===== src/rtl/adc_seq_pkg.sv =====
// Constants, register map and types for the primary converter sequencer
// ----------------------------------------------------------------------
// Contract
// - Sixteen converter inputs; channels 4 to 15 are always single-ended.
// - Inputs 0 to 3 are four single-ended inputs or two differential pairs.
// - Sustain 500 thousand samples per second across the multiplexed inputs; the code spaces samples 201 cycles apart, about 497.5 thousand per second.
// - Per-input range is one or two times reference; doubled range halves input.
// - A falling edge on the active-low trigger pin starts a sequence.
// - Writing the internal convert bit also starts a sequence.
// - Channels converted in a sequence come from the channel selection register.
// - Any new trigger abandons the running conversion at once and restarts.
// - After a restart, begin again at the first enabled channel.
// - Each finished channel result goes straight into its staging register.
// - After the last channel, all staging registers copy to data registers together.
// - Data register update waits while a data register transfer is in progress.
// - Channel n result lands in data register n; all sixteen readable.
// - Single-ended results are stored as unsigned straight binary.
// - Differential results are stored as two's complement.
// - The active-low done pin follows the data-available flag; the code does so in direct mode only, pulsing it in auto mode.
// - Direct mode: after the group converts, set the flag and drive done low.
// - Auto mode: each completed pass gives a 1 us low pulse on done.
// - Enabled channels convert in ascending channel-number order.
// - Gain bit 0 selects one times reference, 1 selects twice reference.
// ----------------------------------------------------------------------
package adc_seq_pkg;

   // ----------------------------------------------------------------------
   // Timing
   // ----------------------------------------------------------------------
   localparam int CLK_PERIOD_NS = 10;
   localparam int SAMPLE_RATE_SPS = 500000;
   localparam int CLK_RATE_HZ = 1000000000 / CLK_PERIOD_NS;
   // Longest slot allowed for one sample, rounded down
   localparam int SAMPLE_CYCLES = CLK_RATE_HZ / SAMPLE_RATE_SPS;
   localparam int DONE_PULSE_NS = 1000;
   localparam int DONE_PULSE_CYCLES = DONE_PULSE_NS / CLK_PERIOD_NS;

   // ----------------------------------------------------------------------
   // Geometry
   // ----------------------------------------------------------------------
   localparam int NUM_CHANNELS = 16;
   localparam int ADDR_W = 8;

   // ----------------------------------------------------------------------
   // Register map (byte addresses)
   // ----------------------------------------------------------------------
   localparam logic [ADDR_W-1:0] CFG0_OFFS = 8'h00;
   localparam logic [ADDR_W-1:0] CHSEL_OFFS = 8'h04;
   localparam logic [ADDR_W-1:0] PAIR_OFFS = 8'h08;
   localparam logic [ADDR_W-1:0] GAIN_OFFS = 8'h0C;
   localparam logic [ADDR_W-1:0] DATA_BASE_OFFS = 8'h40;

   // CFG0 field positions
   localparam int CFG0_INTERNAL_CONVERT_BIT_BIT = 0;
   localparam int CFG0_AUTO_BIT = 1;
   localparam int CFG0_DATA_AVAIL_FLAG_BIT = 2;
   localparam int CFG0_BUSY_BIT = 3;

   // Reset values
   localparam logic [15:0] CHSEL_RESET = 16'h0000;
   localparam logic [1:0] PAIR_RESET = 2'h0;
   localparam logic [15:0] GAIN_RESET = 16'h0000;
   localparam logic AUTO_RESET = 1'b0;

   // AXI responses
   localparam logic [1:0] RESP_OKAY = 2'h0;
   localparam logic [1:0] RESP_SLVERR = 2'h2;

   // ----------------------------------------------------------------------
   // Sequencer states
   // ----------------------------------------------------------------------
   typedef enum logic [1:0] {
      SEQ_IDLE = 2'b00,
      SEQ_START = 2'b01,
      SEQ_CONV = 2'b10,
      SEQ_PACE = 2'b11
   } seq_state_t;

endpackage


===== src/rtl/primary_adc_sequencer.sv =====
// Primary converter sequencer with AXI4-Lite register slave
//
// The AXI4-Lite interface to the registers and the register addresses are this design's own decisions.
`timescale 1ns/1ps
module primary_adc_sequencer #(
   parameter int RES_W = 12
) (
   // Clock and reset
   input wire logic ref_clk,
   input wire logic arst_n,
   // External trigger pin
   input wire logic ext_trigger_n,
   // Conversion-done pin
   output logic conv_done_n,
   // Converter core
   output logic convStart,
   output logic convAbort,
   output logic [3:0] convChannel,
   output logic convDiff,
   output logic convHalve,
   input wire logic convDone,
   input wire logic [RES_W-1:0] convResult,
   // AXI4-Lite write address
   input wire logic [adc_seq_pkg::ADDR_W-1:0] s_axi_awaddr,
   input wire logic [2:0] s_axi_awprot,
   input wire logic s_axi_awvalid,
   output logic s_axi_awready,
   // AXI4-Lite write data
   input wire logic [31:0] s_axi_wdata,
   input wire logic [3:0] s_axi_wstrb,
   input wire logic s_axi_wvalid,
   output logic s_axi_wready,
   // AXI4-Lite write response
   output logic [1:0] s_axi_bresp,
   output logic s_axi_bvalid,
   input wire logic s_axi_bready,
   // AXI4-Lite read address
   input wire logic [adc_seq_pkg::ADDR_W-1:0] s_axi_araddr,
   input wire logic [2:0] s_axi_arprot,
   input wire logic s_axi_arvalid,
   output logic s_axi_arready,
   // AXI4-Lite read data
   output logic [31:0] s_axi_rdata,
   output logic [1:0] s_axi_rresp,
   output logic s_axi_rvalid,
   input wire logic s_axi_rready
);
   import adc_seq_pkg::*;

   if (RES_W < 2 || RES_W > 32) begin : g_check
      $error("RES_W must lie between 2 and 32");
   end

   // ----------------------------------------------------------------------
   // Reset release and pin synchroniser
   // ----------------------------------------------------------------------
   logic rstMeta_reg;
   logic rstSync_reg;
   logic rst_n;

   always_ff @(posedge ref_clk or negedge arst_n) begin
      if (!arst_n) begin
         rstMeta_reg <= 1'b0;
         rstSync_reg <= 1'b0;
      end else begin
         rstMeta_reg <= 1'b1;
         rstSync_reg <= rstMeta_reg;
      end
   end
   assign rst_n = rstSync_reg;

   logic trigMeta_reg;
   logic trigSync_reg;
   logic trigLast_reg;

   // Idle level of the pin is high, so reset to high to avoid a false edge
   always_ff @(posedge ref_clk or negedge rst_n) begin
      if (!rst_n) begin
         trigMeta_reg <= 1'b1;
         trigSync_reg <= 1'b1;
         trigLast_reg <= 1'b1;
      end else begin
         trigMeta_reg <= ext_trigger_n;
         trigSync_reg <= trigMeta_reg;
         trigLast_reg <= trigSync_reg;
      end
   end

   // ----------------------------------------------------------------------
   // Register storage
   // ----------------------------------------------------------------------
   logic autoMode_reg;
   logic [15:0] chSel_reg;
   logic [1:0] pairDiff_reg;
   logic [15:0] gain_reg;
   logic dataAvail_reg;
   logic swTrig_reg;
   logic [RES_W-1:0] stage_reg [NUM_CHANNELS];
   logic [RES_W-1:0] data_reg [NUM_CHANNELS];

   logic extFall;
   logic trigger;
   assign extFall = trigLast_reg & ~trigSync_reg;
   assign trigger = extFall | swTrig_reg;

   // ----------------------------------------------------------------------
   // AXI4-Lite write path
   // ----------------------------------------------------------------------
   logic awHeld_reg;
   logic wHeld_reg;
   logic [ADDR_W-1:0] awAddr_reg;
   logic [31:0] wData_reg;
   logic [3:0] wStrb_reg;
   logic doWrite;

   assign doWrite = awHeld_reg & wHeld_reg & ~s_axi_bvalid;

   // Address and data are taken independently, in either order
   always_ff @(posedge ref_clk or negedge rst_n) begin
      if (!rst_n) begin
         awHeld_reg <= 1'b0;
         wHeld_reg <= 1'b0;
         awAddr_reg <= '0;
         wData_reg <= '0;
         wStrb_reg <= '0;
         s_axi_awready <= 1'b0;
         s_axi_wready <= 1'b0;
         s_axi_bvalid <= 1'b0;
         s_axi_bresp <= RESP_OKAY;
      end else begin
         s_axi_awready <= ~awHeld_reg & ~(s_axi_awvalid & s_axi_awready);
         s_axi_wready <= ~wHeld_reg & ~(s_axi_wvalid & s_axi_wready);
         if (s_axi_awvalid && s_axi_awready) begin
            awHeld_reg <= 1'b1;
            awAddr_reg <= s_axi_awaddr;
         end
         if (s_axi_wvalid && s_axi_wready) begin
            wHeld_reg <= 1'b1;
            wData_reg <= s_axi_wdata;
            wStrb_reg <= s_axi_wstrb;
         end
         if (doWrite) begin
            awHeld_reg <= 1'b0;
            wHeld_reg <= 1'b0;
            s_axi_bvalid <= 1'b1;
            if (awAddr_reg == CFG0_OFFS || awAddr_reg == CHSEL_OFFS || awAddr_reg == PAIR_OFFS ||
                awAddr_reg == GAIN_OFFS) begin
               s_axi_bresp <= RESP_OKAY;
            end else begin
               s_axi_bresp <= RESP_SLVERR;
            end
         end else if (s_axi_bvalid && s_axi_bready) begin
            s_axi_bvalid <= 1'b0;
         end
      end
   end

   // Control fields, byte lanes honoured
   always_ff @(posedge ref_clk or negedge rst_n) begin
      if (!rst_n) begin
         autoMode_reg <= AUTO_RESET;
         chSel_reg <= CHSEL_RESET;
         pairDiff_reg <= PAIR_RESET;
         gain_reg <= GAIN_RESET;
         swTrig_reg <= 1'b0;
      end else begin
         swTrig_reg <= 1'b0;
         if (doWrite) begin
            case (awAddr_reg)
               CFG0_OFFS: begin
                  if (wStrb_reg[0]) begin
                     swTrig_reg <= wData_reg[CFG0_INTERNAL_CONVERT_BIT_BIT];
                     autoMode_reg <= wData_reg[CFG0_AUTO_BIT];
                  end
               end
               CHSEL_OFFS: begin
                  if (wStrb_reg[0]) begin
                     chSel_reg[7:0] <= wData_reg[7:0];
                  end
                  if (wStrb_reg[1]) begin
                     chSel_reg[15:8] <= wData_reg[15:8];
                  end
               end
               PAIR_OFFS: begin
                  if (wStrb_reg[0]) begin
                     pairDiff_reg <= wData_reg[1:0];
                  end
               end
               GAIN_OFFS: begin
                  if (wStrb_reg[0]) begin
                     gain_reg[7:0] <= wData_reg[7:0];
                  end
                  if (wStrb_reg[1]) begin
                     gain_reg[15:8] <= wData_reg[15:8];
                  end
               end
               default: begin
               end
            endcase
         end
      end
   end

   // ----------------------------------------------------------------------
   // AXI4-Lite read path
   // ----------------------------------------------------------------------
   logic seqBusy;
   logic [31:0] rdValue;
   logic rdMapped;

   always_comb begin
      rdValue = 32'h0000_0000;
      rdMapped = 1'b1;
      // Only the data window decodes; upper addresses must not alias onto it
      if (s_axi_araddr[7:6] == DATA_BASE_OFFS[7:6] && s_axi_araddr[1:0] == 2'h0) begin
         rdValue[RES_W-1:0] = data_reg[4'(s_axi_araddr[5:2])];
      end else begin
         case (s_axi_araddr)
            CFG0_OFFS: begin
               rdValue[CFG0_AUTO_BIT] = autoMode_reg;
               rdValue[CFG0_DATA_AVAIL_FLAG_BIT] = dataAvail_reg;
               rdValue[CFG0_BUSY_BIT] = seqBusy;
            end
            CHSEL_OFFS: rdValue[15:0] = chSel_reg;
            PAIR_OFFS: rdValue[1:0] = pairDiff_reg;
            GAIN_OFFS: rdValue[15:0] = gain_reg;
            default: rdMapped = 1'b0;
         endcase
      end
   end

   // The read data stands in rdata while rvalid is high: that is the transfer window
   always_ff @(posedge ref_clk or negedge rst_n) begin
      if (!rst_n) begin
         s_axi_arready <= 1'b0;
         s_axi_rvalid <= 1'b0;
         s_axi_rdata <= 32'h0000_0000;
         s_axi_rresp <= RESP_OKAY;
      end else begin
         s_axi_arready <= ~s_axi_rvalid & ~(s_axi_arvalid & s_axi_arready);
         if (s_axi_arvalid && s_axi_arready) begin
            s_axi_rvalid <= 1'b1;
            s_axi_rdata <= rdValue;
            s_axi_rresp <= rdMapped ? RESP_OKAY : RESP_SLVERR;
         end else if (s_axi_rvalid && s_axi_rready) begin
            s_axi_rvalid <= 1'b0;
         end
      end
   end

   // ----------------------------------------------------------------------
   // Channel search
   // ----------------------------------------------------------------------
   // Lowest enabled channel at or above start; bit 4 set means none left
   function automatic logic [4:0] find_from(input logic [15:0] mask, input logic [4:0] start);
      logic [4:0] res;
      res = 5'h10;
      for (int i = NUM_CHANNELS - 1; i >= 0; i--) begin
         if (mask[i] && 5'(i) >= start) begin
            res = 5'(i);
         end
      end
      return res;
   endfunction

   logic [15:0] convMask;
   // Odd member of a differential pair is converted with its partner
   assign convMask = chSel_reg & ~{12'h000, pairDiff_reg[1], 1'b0, pairDiff_reg[0], 1'b0};

   logic [4:0] firstChan;
   assign firstChan = find_from(convMask, 5'h00);

   // ----------------------------------------------------------------------
   // Sequencer
   // ----------------------------------------------------------------------
   seq_state_t state_reg;
   logic [3:0] chan_reg;
   logic [3:0] nextChan_reg;
   logic [7:0] paceCnt_reg;
   logic commitPend_reg;
   logic passDone_reg;
   logic lastDiff;
   logic [RES_W-1:0] formatted;
   logic [4:0] following;

   assign seqBusy = (state_reg != SEQ_IDLE);
   assign lastDiff = (chan_reg < 4'h4) && pairDiff_reg[chan_reg[1]];
   // Core gives offset binary; a flipped sign bit turns it into two's complement
   assign formatted = lastDiff ? {~convResult[RES_W-1], convResult[RES_W-2:0]} : convResult;
   assign following = find_from(convMask, {1'b0, chan_reg} + 5'h01);

   always_ff @(posedge ref_clk or negedge rst_n) begin
      if (!rst_n) begin
         state_reg <= SEQ_IDLE;
         chan_reg <= 4'h0;
         nextChan_reg <= 4'h0;
         paceCnt_reg <= 8'h00;
         convStart <= 1'b0;
         convAbort <= 1'b0;
         convChannel <= 4'h0;
         convDiff <= 1'b0;
         convHalve <= 1'b0;
         passDone_reg <= 1'b0;
      end else begin
         convStart <= 1'b0;
         convAbort <= 1'b0;
         passDone_reg <= 1'b0;
         if (paceCnt_reg != 8'hFF) begin
            paceCnt_reg <= paceCnt_reg + 8'h01;
         end
         if (trigger) begin
            convAbort <= seqBusy;
            if (firstChan[4]) begin
               state_reg <= SEQ_IDLE;
            end else begin
               nextChan_reg <= firstChan[3:0];
               state_reg <= SEQ_START;
            end
         end else begin
            case (state_reg)
               SEQ_IDLE: begin
               end
               SEQ_START: begin
                  chan_reg <= nextChan_reg;
                  convStart <= 1'b1;
                  convChannel <= nextChan_reg;
                  convDiff <= (nextChan_reg < 4'h4) && pairDiff_reg[nextChan_reg[1]];
                  convHalve <= gain_reg[nextChan_reg];
                  paceCnt_reg <= 8'h01;
                  state_reg <= SEQ_CONV;
               end
               SEQ_CONV: begin
                  if (convDone) begin
                     if (!following[4]) begin
                        nextChan_reg <= following[3:0];
                        state_reg <= SEQ_PACE;
                     end else begin
                        passDone_reg <= 1'b1;
                        if (autoMode_reg && !firstChan[4]) begin
                           nextChan_reg <= firstChan[3:0];
                           state_reg <= SEQ_PACE;
                        end else begin
                           state_reg <= SEQ_IDLE;
                        end
                     end
                  end
               end
               SEQ_PACE: begin
                  // Slot length fixes the aggregate rate while the core answers within the slot; a slower core stretches it
                  if (paceCnt_reg >= 8'(SAMPLE_CYCLES)) begin
                     state_reg <= SEQ_START;
                  end
               end
               default: state_reg <= SEQ_IDLE;
            endcase
         end
      end
   end

   // ----------------------------------------------------------------------
   // Double buffering
   // ----------------------------------------------------------------------
   logic stageWrite;
   logic commitNow;
   assign stageWrite = (state_reg == SEQ_CONV) && convDone && !trigger;
   // Hold the copy while any read answer stands on the read channel
   assign commitNow = commitPend_reg && !s_axi_rvalid;

   always_ff @(posedge ref_clk) begin
      if (stageWrite) begin
         stage_reg[chan_reg] <= formatted;
      end
   end

   always_ff @(posedge ref_clk or negedge rst_n) begin
      if (!rst_n) begin
         commitPend_reg <= 1'b0;
      end else if (passDone_reg) begin
         commitPend_reg <= 1'b1;
      end else if (commitNow) begin
         commitPend_reg <= 1'b0;
      end
   end

   for (genvar n = 0; n < NUM_CHANNELS; n++) begin : g_data
      always_ff @(posedge ref_clk or negedge rst_n) begin
         if (!rst_n) begin
            data_reg[n] <= '0;
         end else if (commitNow) begin
            data_reg[n] <= stage_reg[n];
         end
      end
   end

   // ----------------------------------------------------------------------
   // Data-available flag and done pin
   // ----------------------------------------------------------------------
   logic [7:0] pulseCnt_reg;

   // A completed pass wins over a trigger in the same cycle: the flag is set
   always_ff @(posedge ref_clk or negedge rst_n) begin
      if (!rst_n) begin
         dataAvail_reg <= 1'b0;
      end else if (passDone_reg) begin
         dataAvail_reg <= 1'b1;
      end else if (trigger) begin
         dataAvail_reg <= 1'b0;
      end
   end

   always_ff @(posedge ref_clk or negedge rst_n) begin
      if (!rst_n) begin
         pulseCnt_reg <= 8'h00;
      end else if (passDone_reg && autoMode_reg) begin
         pulseCnt_reg <= 8'(DONE_PULSE_CYCLES);
      end else if (pulseCnt_reg != 8'h00) begin
         pulseCnt_reg <= pulseCnt_reg - 8'h01;
      end
   end

   always_ff @(posedge ref_clk or negedge rst_n) begin
      if (!rst_n) begin
         conv_done_n <= 1'b1;
      end else if (autoMode_reg) begin
         conv_done_n <= (pulseCnt_reg == 8'h00);
      end else begin
         // Release on the trigger itself so a stale flag never shows as a short low pulse
         conv_done_n <= ~dataAvail_reg | trigger;
      end
   end

endmodule

===== config.mk =====
export PLATFORM = sky130hd
export DESIGN_NAME = primary_adc_sequencer
export DESIGN_NICKNAME = d
export VERILOG_FILES = /design/src/rtl/adc_seq_pkg.sv /design/src/rtl/primary_adc_sequencer.sv
export SDC_FILE = /design/constraint.sdc
export NUM_CORES = 1
export LEC_CHECK = 0
export CORE_UTILIZATION = 65
export DETAILED_ROUTE_END_ITERATION = 10
export DONT_BUFFER_PORTS = 1
export PLACE_DENSITY = 0.81
export REMOVE_ABC_BUFFERS = 1
export SYNTH_ARGS = -nofsm -noshare
export SYNTH_HDL_FRONTEND = slang
export SYNTH_SLANG_ARGS = --single-unit

===== constraint.sdc =====
create_clock -name ref_clk -period 18.2 [get_ports ref_clk]
set_input_delay 3.64 -clock ref_clk [delete_from_list [all_inputs] [get_ports ref_clk]]
set_output_delay 3.64 -clock ref_clk [all_outputs]
set_load 0.1 [all_outputs]

# Yosys cells after proc, flatten, opt, wreduce, memory -nomap -nowiden
# Memory sizes are Yosys's and may differ from the RTL's. A register that Yosys moved wholly into a read port is not among the register bits.
# Index checks and enable logic that the tools add are counted.
# op_classes
add_sub_neg,3
n_lt_le_gt_ge,23
eq_ne,15
muxes,95
n_bitwise,25
reduce_logical,77
# ops
operator,n
$mux 5,32
$bmux 12 s4,1
$mux 12,4
$ge 4x5->1 const A,8
$mux 8,5
$mux 1,33
$eq 8x4->1 const B,4
$logic_and 1x1->1,29
$mux 4,7
$logic_not 8->1,3
$pmux 12 s2,1
$reduce_and 3->1,7
$ge 3x5->1 const A,4
$reduce_bool 2->1,10
$logic_not 1->1,19
$and 16x16->16,1
$eq 8x3->1 const B,2
$not 4->16,1
$mux 2,7
$pmux 2 s3,2
$not 1->1,11
$ge 1x5->1 const A,2
$ge 2x5->1 const A,2
$and 1x1->1,9
other kinds (26),34
# totals
reg_bits,128
mem_bits_rw,192
input_bits,79
output_inout_bits,50
wordCells,277
n_memories,1
# memory_table
name,words,width,rd,rd_ports_with_merged_regs,write_ports,line_no,rtl
stage_reg,16,12,16,16,1,primary_adc_sequencer.sv:98,logic [RES_W-1:0] stage_reg [NUM_CHANNELS];

# Longest topological paths before layout
# depth
depth_word,25
mapped_depth,12
mapped_depth_nobuf,10

# Worst setup path after synthesis
# No wires, ideal clock.
# synth_timing
path_type,input-to-reg
from,input port s_axi_araddr[2] in the netlist's numbering
to,register s_axi_rdata[10]
setup_time_ns,0.133
arrival_ns,6.011
required_ns,18.067
slack_ns,12.056
path_stages,6
n_path_buf,2
path_cell_list,buf_1 buf_1 mux4_2 mux4_2 a222oi_1 o21ai_0
# synth_via
elab_chain_cells,5
elab_cells_between_ends,8
cone_classes,eq/ne: 2; mux: 5; bitwise: 1
# synth_rtl
element,line_no,rtl
"start, declared",primary_adc_sequencer.sv:38,"input wire logic [adc_seq_pkg::ADDR_W-1:0] s_axi_araddr,"
$not 4->5 (implied by the code),primary_adc_sequencer.sv:216,rdValue[RES_W-1:0] = data_reg[4'(s_axi_araddr[5:2])];
$bmux 12 s4,primary_adc_sequencer.sv:216,
$mux 12 (implied by the code) (2 in a row),primary_adc_sequencer.sv:216,
$mux 12 (*),primary_adc_sequencer.sv:215,if (s_axi_araddr[7:6] == DATA_BASE_OFFS[7:6] && s_axi_araddr[1:0] == 2'h0) begin
"end signal, assigned",primary_adc_sequencer.sv:243,s_axi_rdata <= rdValue;
"end, declared",primary_adc_sequencer.sv:43,"output logic [31:0] s_axi_rdata,"
# Every way passes the cells marked *; elsewhere a longest branch is shown, timed or not. The select of a mux whose other input is x is not followed.
# A chain may end at the register's enable or synchronous reset.

==> results.yml <==
yosys:
  yosysUniqueCellTypes: 69
  ys_top_cells_by_area: "dfrtp_1, edfxtp_1, mux2_2"
  synthXorXnorAreaFrac_pct: 0.503
  synthAdderAreaFrac_pct: 0.838
  async_flop_share_pct: 62.4
  synth_area_um2: 20900
  synth-compound-area-share_pct: 4.36
  synthTopCellsByCount: "dfrtp_1, mux2_2, edfxtp_1, mux4_2, nand2_1"
  synth_top_family_by_area: "multiplexers"
  synth-seq-cells: 510
  synthMuxAreaShare_pct: 21.1
  synthCells: 1313
  yosysTopAreaCell: "dfrtp_1"
  yosysWarnings: 0
  yosysMostFrequentCell: "dfrtp_1"
  netlist.area_leader.share_pct: 37.6
  syn_avg_cell_area_um2: 15.9
  synth_ff_type: "dfrtp_1"
  synth_edf_count: 192
  ys_seq_area_share_pct: 65.7
  synthSimpleGateAreaFrac_pct: 5.14
sta:
  finalClockSkew_ps: 14.0
  setup_viol: 0
  setup_tns_ps: 0
  slew_headroom_pct: 21.5
  max_freq_mhz: 184
  rsz0062_at_grt: "no"
  slew_viol_final: 0
  tightestPinTransition_ps: 1180
  hold_violations: 0
  worst_hold_slack_ps: 150
  fin_crit_ps: 5440
  finalCritPeriodShare_pct: 29.9
worst_hold_path:
  hp-class: "flip-flop to async pin"
setup_path:
  critical_path.top_delay_family: "flip-flops"
  cp.required_ps: 14560
  crit_type: "flip-flop to primary output"
  crit_chain: "buf_4"
  crit_arrival_ps: 1800
  slowest_stage: "dfrtp_1"
  slowest_delay_ps: 800
  path_buf_inv: 1
  start_kind: "flip-flop"
  critical_path_peak_fanout: 22
  end_kind: "primary output"
  regToRegSetupSlack_ps: 14080
power:
  p_leak_nw: 9.66
  cellPowerDensity_nw_per_um2: 133
  ir_drop_v: 0.000101
  total_power_mw: 3.05
global_route:
  antenna_found_initial: 0
  grt_pass1_wl_mm: 69.0
  gr-total-overflow: 0
  grt_max_degree: 184
  grtUsageTotal_pct: 27.8
  grt_pass1_vias: 11800
die:
  coreArea_um2: 31600
  dieArea_um2: 32900
  io_pins: 129
  die_width_um: 181
  dieHeight_um: 181
  rows: 65
  initial_core_util_pct: 66.2
final_layout:
  fin_cells: 1755
  utilization_pct: 72.4
  diodes: 0
  layout-area-overhead-vs-synth_pct: 9.26
  nNetsFinal: 1405
  layout-drive-gt1-share_pct: 31.7
clock_network:
  postCtsSetupBuffers: 0
  ctsRootBufferMaster: "clkbuf_16"
  cts_num_sinks: 510
  clk_pin_slew_ps: 60
  numCtsBuffers: 49
  post_cts_resized: 0
  clockBufferDepth: 3
  cts_tree: "built"
  cts.htree.levels: 2
  hold_buffers: 0
  clk_latency_ps: 570
route:
  firstDrtPassIters: 7
  drc: 0
  num_vias: 11200
  wl_mm: 43.7
  drtAntennaViolNets: 0
  vias_per_cell: 6.39
  first_iter_violations: 912
  post_drt_wl_per_cell_um: 24.9
placed_design:
  placedCellCount: 1663
  port_buffers: 0
  place_hpwl_mm: 25.2
  place_congestion: 0.889
outcome:
  status: "finished clean"
run:
  drv_cap: 0
-- metal layers --
| metal | routed length [µm] | global-route usage, % |
|---|---|---|
| met1 | 18000 | 37.9 |
| met3 | 2220 | 4.86 |
| met5 | 0 | 0 |
| met4 | 1380 | 9.56 |
| met2 | 22100 | 45.8 |
-- stage by stage --
stage               area [µm²]  setup WS [ps]
finish                   22800          12760
floorplan                20600           7760
global route             22800          12710
detailed placement       21200          12630
global placement         21200          12660
CTS                      22800          12770
-- cell type report --
class	count	area, µm²
sequential	510	13700
fill	1956	8720
multi-input combinational	715	6750
clock buffer	74	1450
tap	402	503
clock inverter	18	211
inverter	26	97.6
timing repair buffer	10	87.6
-- cells in the final DEF (no fill, tap or decap), types with 4 or more instances in the layout --
| cell | instances |
|---|---|
| o21ai_0 | 44 |
| ha_1 | 14 |
| clkbuf_16 | 49 |
| inv_1 | 26 |
| a222oi_1 | 8 |
| dfrtp_1 | 312 |
| nand2b_1 | 7 |
| xnor2_1 | 6 |
| nor2b_1 | 8 |
| a22oi_1 | 10 |
| xor2_1 | 6 |
| nor4_1 | 6 |
| a31oi_1 | 8 |
| and2_1 | 4 |
| clkinv_2 | 8 |
| and3_1 | 23 |
| dfstp_2 | 4 |
| a21o_1 | 4 |
| mux2i_1 | 5 |
| nor2_1 | 39 |
| clkinv_1 | 4 |
| o31ai_1 | 4 |
| nand3_1 | 16 |
| conb_1 | 19 |
| clkbuf_1 | 12 |
| nor3_1 | 11 |
| mux2_2 | 255 |
| mux4_2 | 66 |
| buf_4 | 9 |
| a21oi_1 | 25 |
| clkbuf_8 | 13 |
| edfxtp_1 | 192 |
| nand2_1 | 64 |
-- cells by family (layout without fill, tap and decap cells) --
logic type      Yosys count  after routing
other cells               2             19
flops                   510            510
simple gates            207            207
fa+ha+maj                14             14
mux                     326            326
buf+inv                 105            128
compound gates          137            137
xor+xnor                 12             12
-- power by group --
group          total [mW]  switching (mW)  internal [mW]
registers            1.55           0.204           1.34
clock network        1.02           0.425          0.597
logic               0.477           0.250          0.228
total                3.05           0.879           2.17
-- final timing paths --
path | depth (start not counted) | endpoint | from
setup / recovery | 1 | convChannel[2] | chan_reg[2]$_DFFE_PN0P_
hold / removal | 0 | data_reg[139]$_DFFE_PN0P_ | rstSync_reg$_DFF_PN0_
setup reg to reg | 9 | nextChan_reg[1]$_DFFE_PN0P_ | chan_reg[1]$_DFFE_PN0P_
hold reg to reg | 0 | data_reg[139]$_DFFE_PN0P_ | rstSync_reg$_DFF_PN0_
max in group asynchronous | 0 | rstSync_reg$_DFF_PN0_ | arst_n
min in group ref_clk | 0 | rstSync_reg$_DFF_PN0_ | rstMeta_reg$_DFF_PN0_
Power figures use the tool's default switching activity.
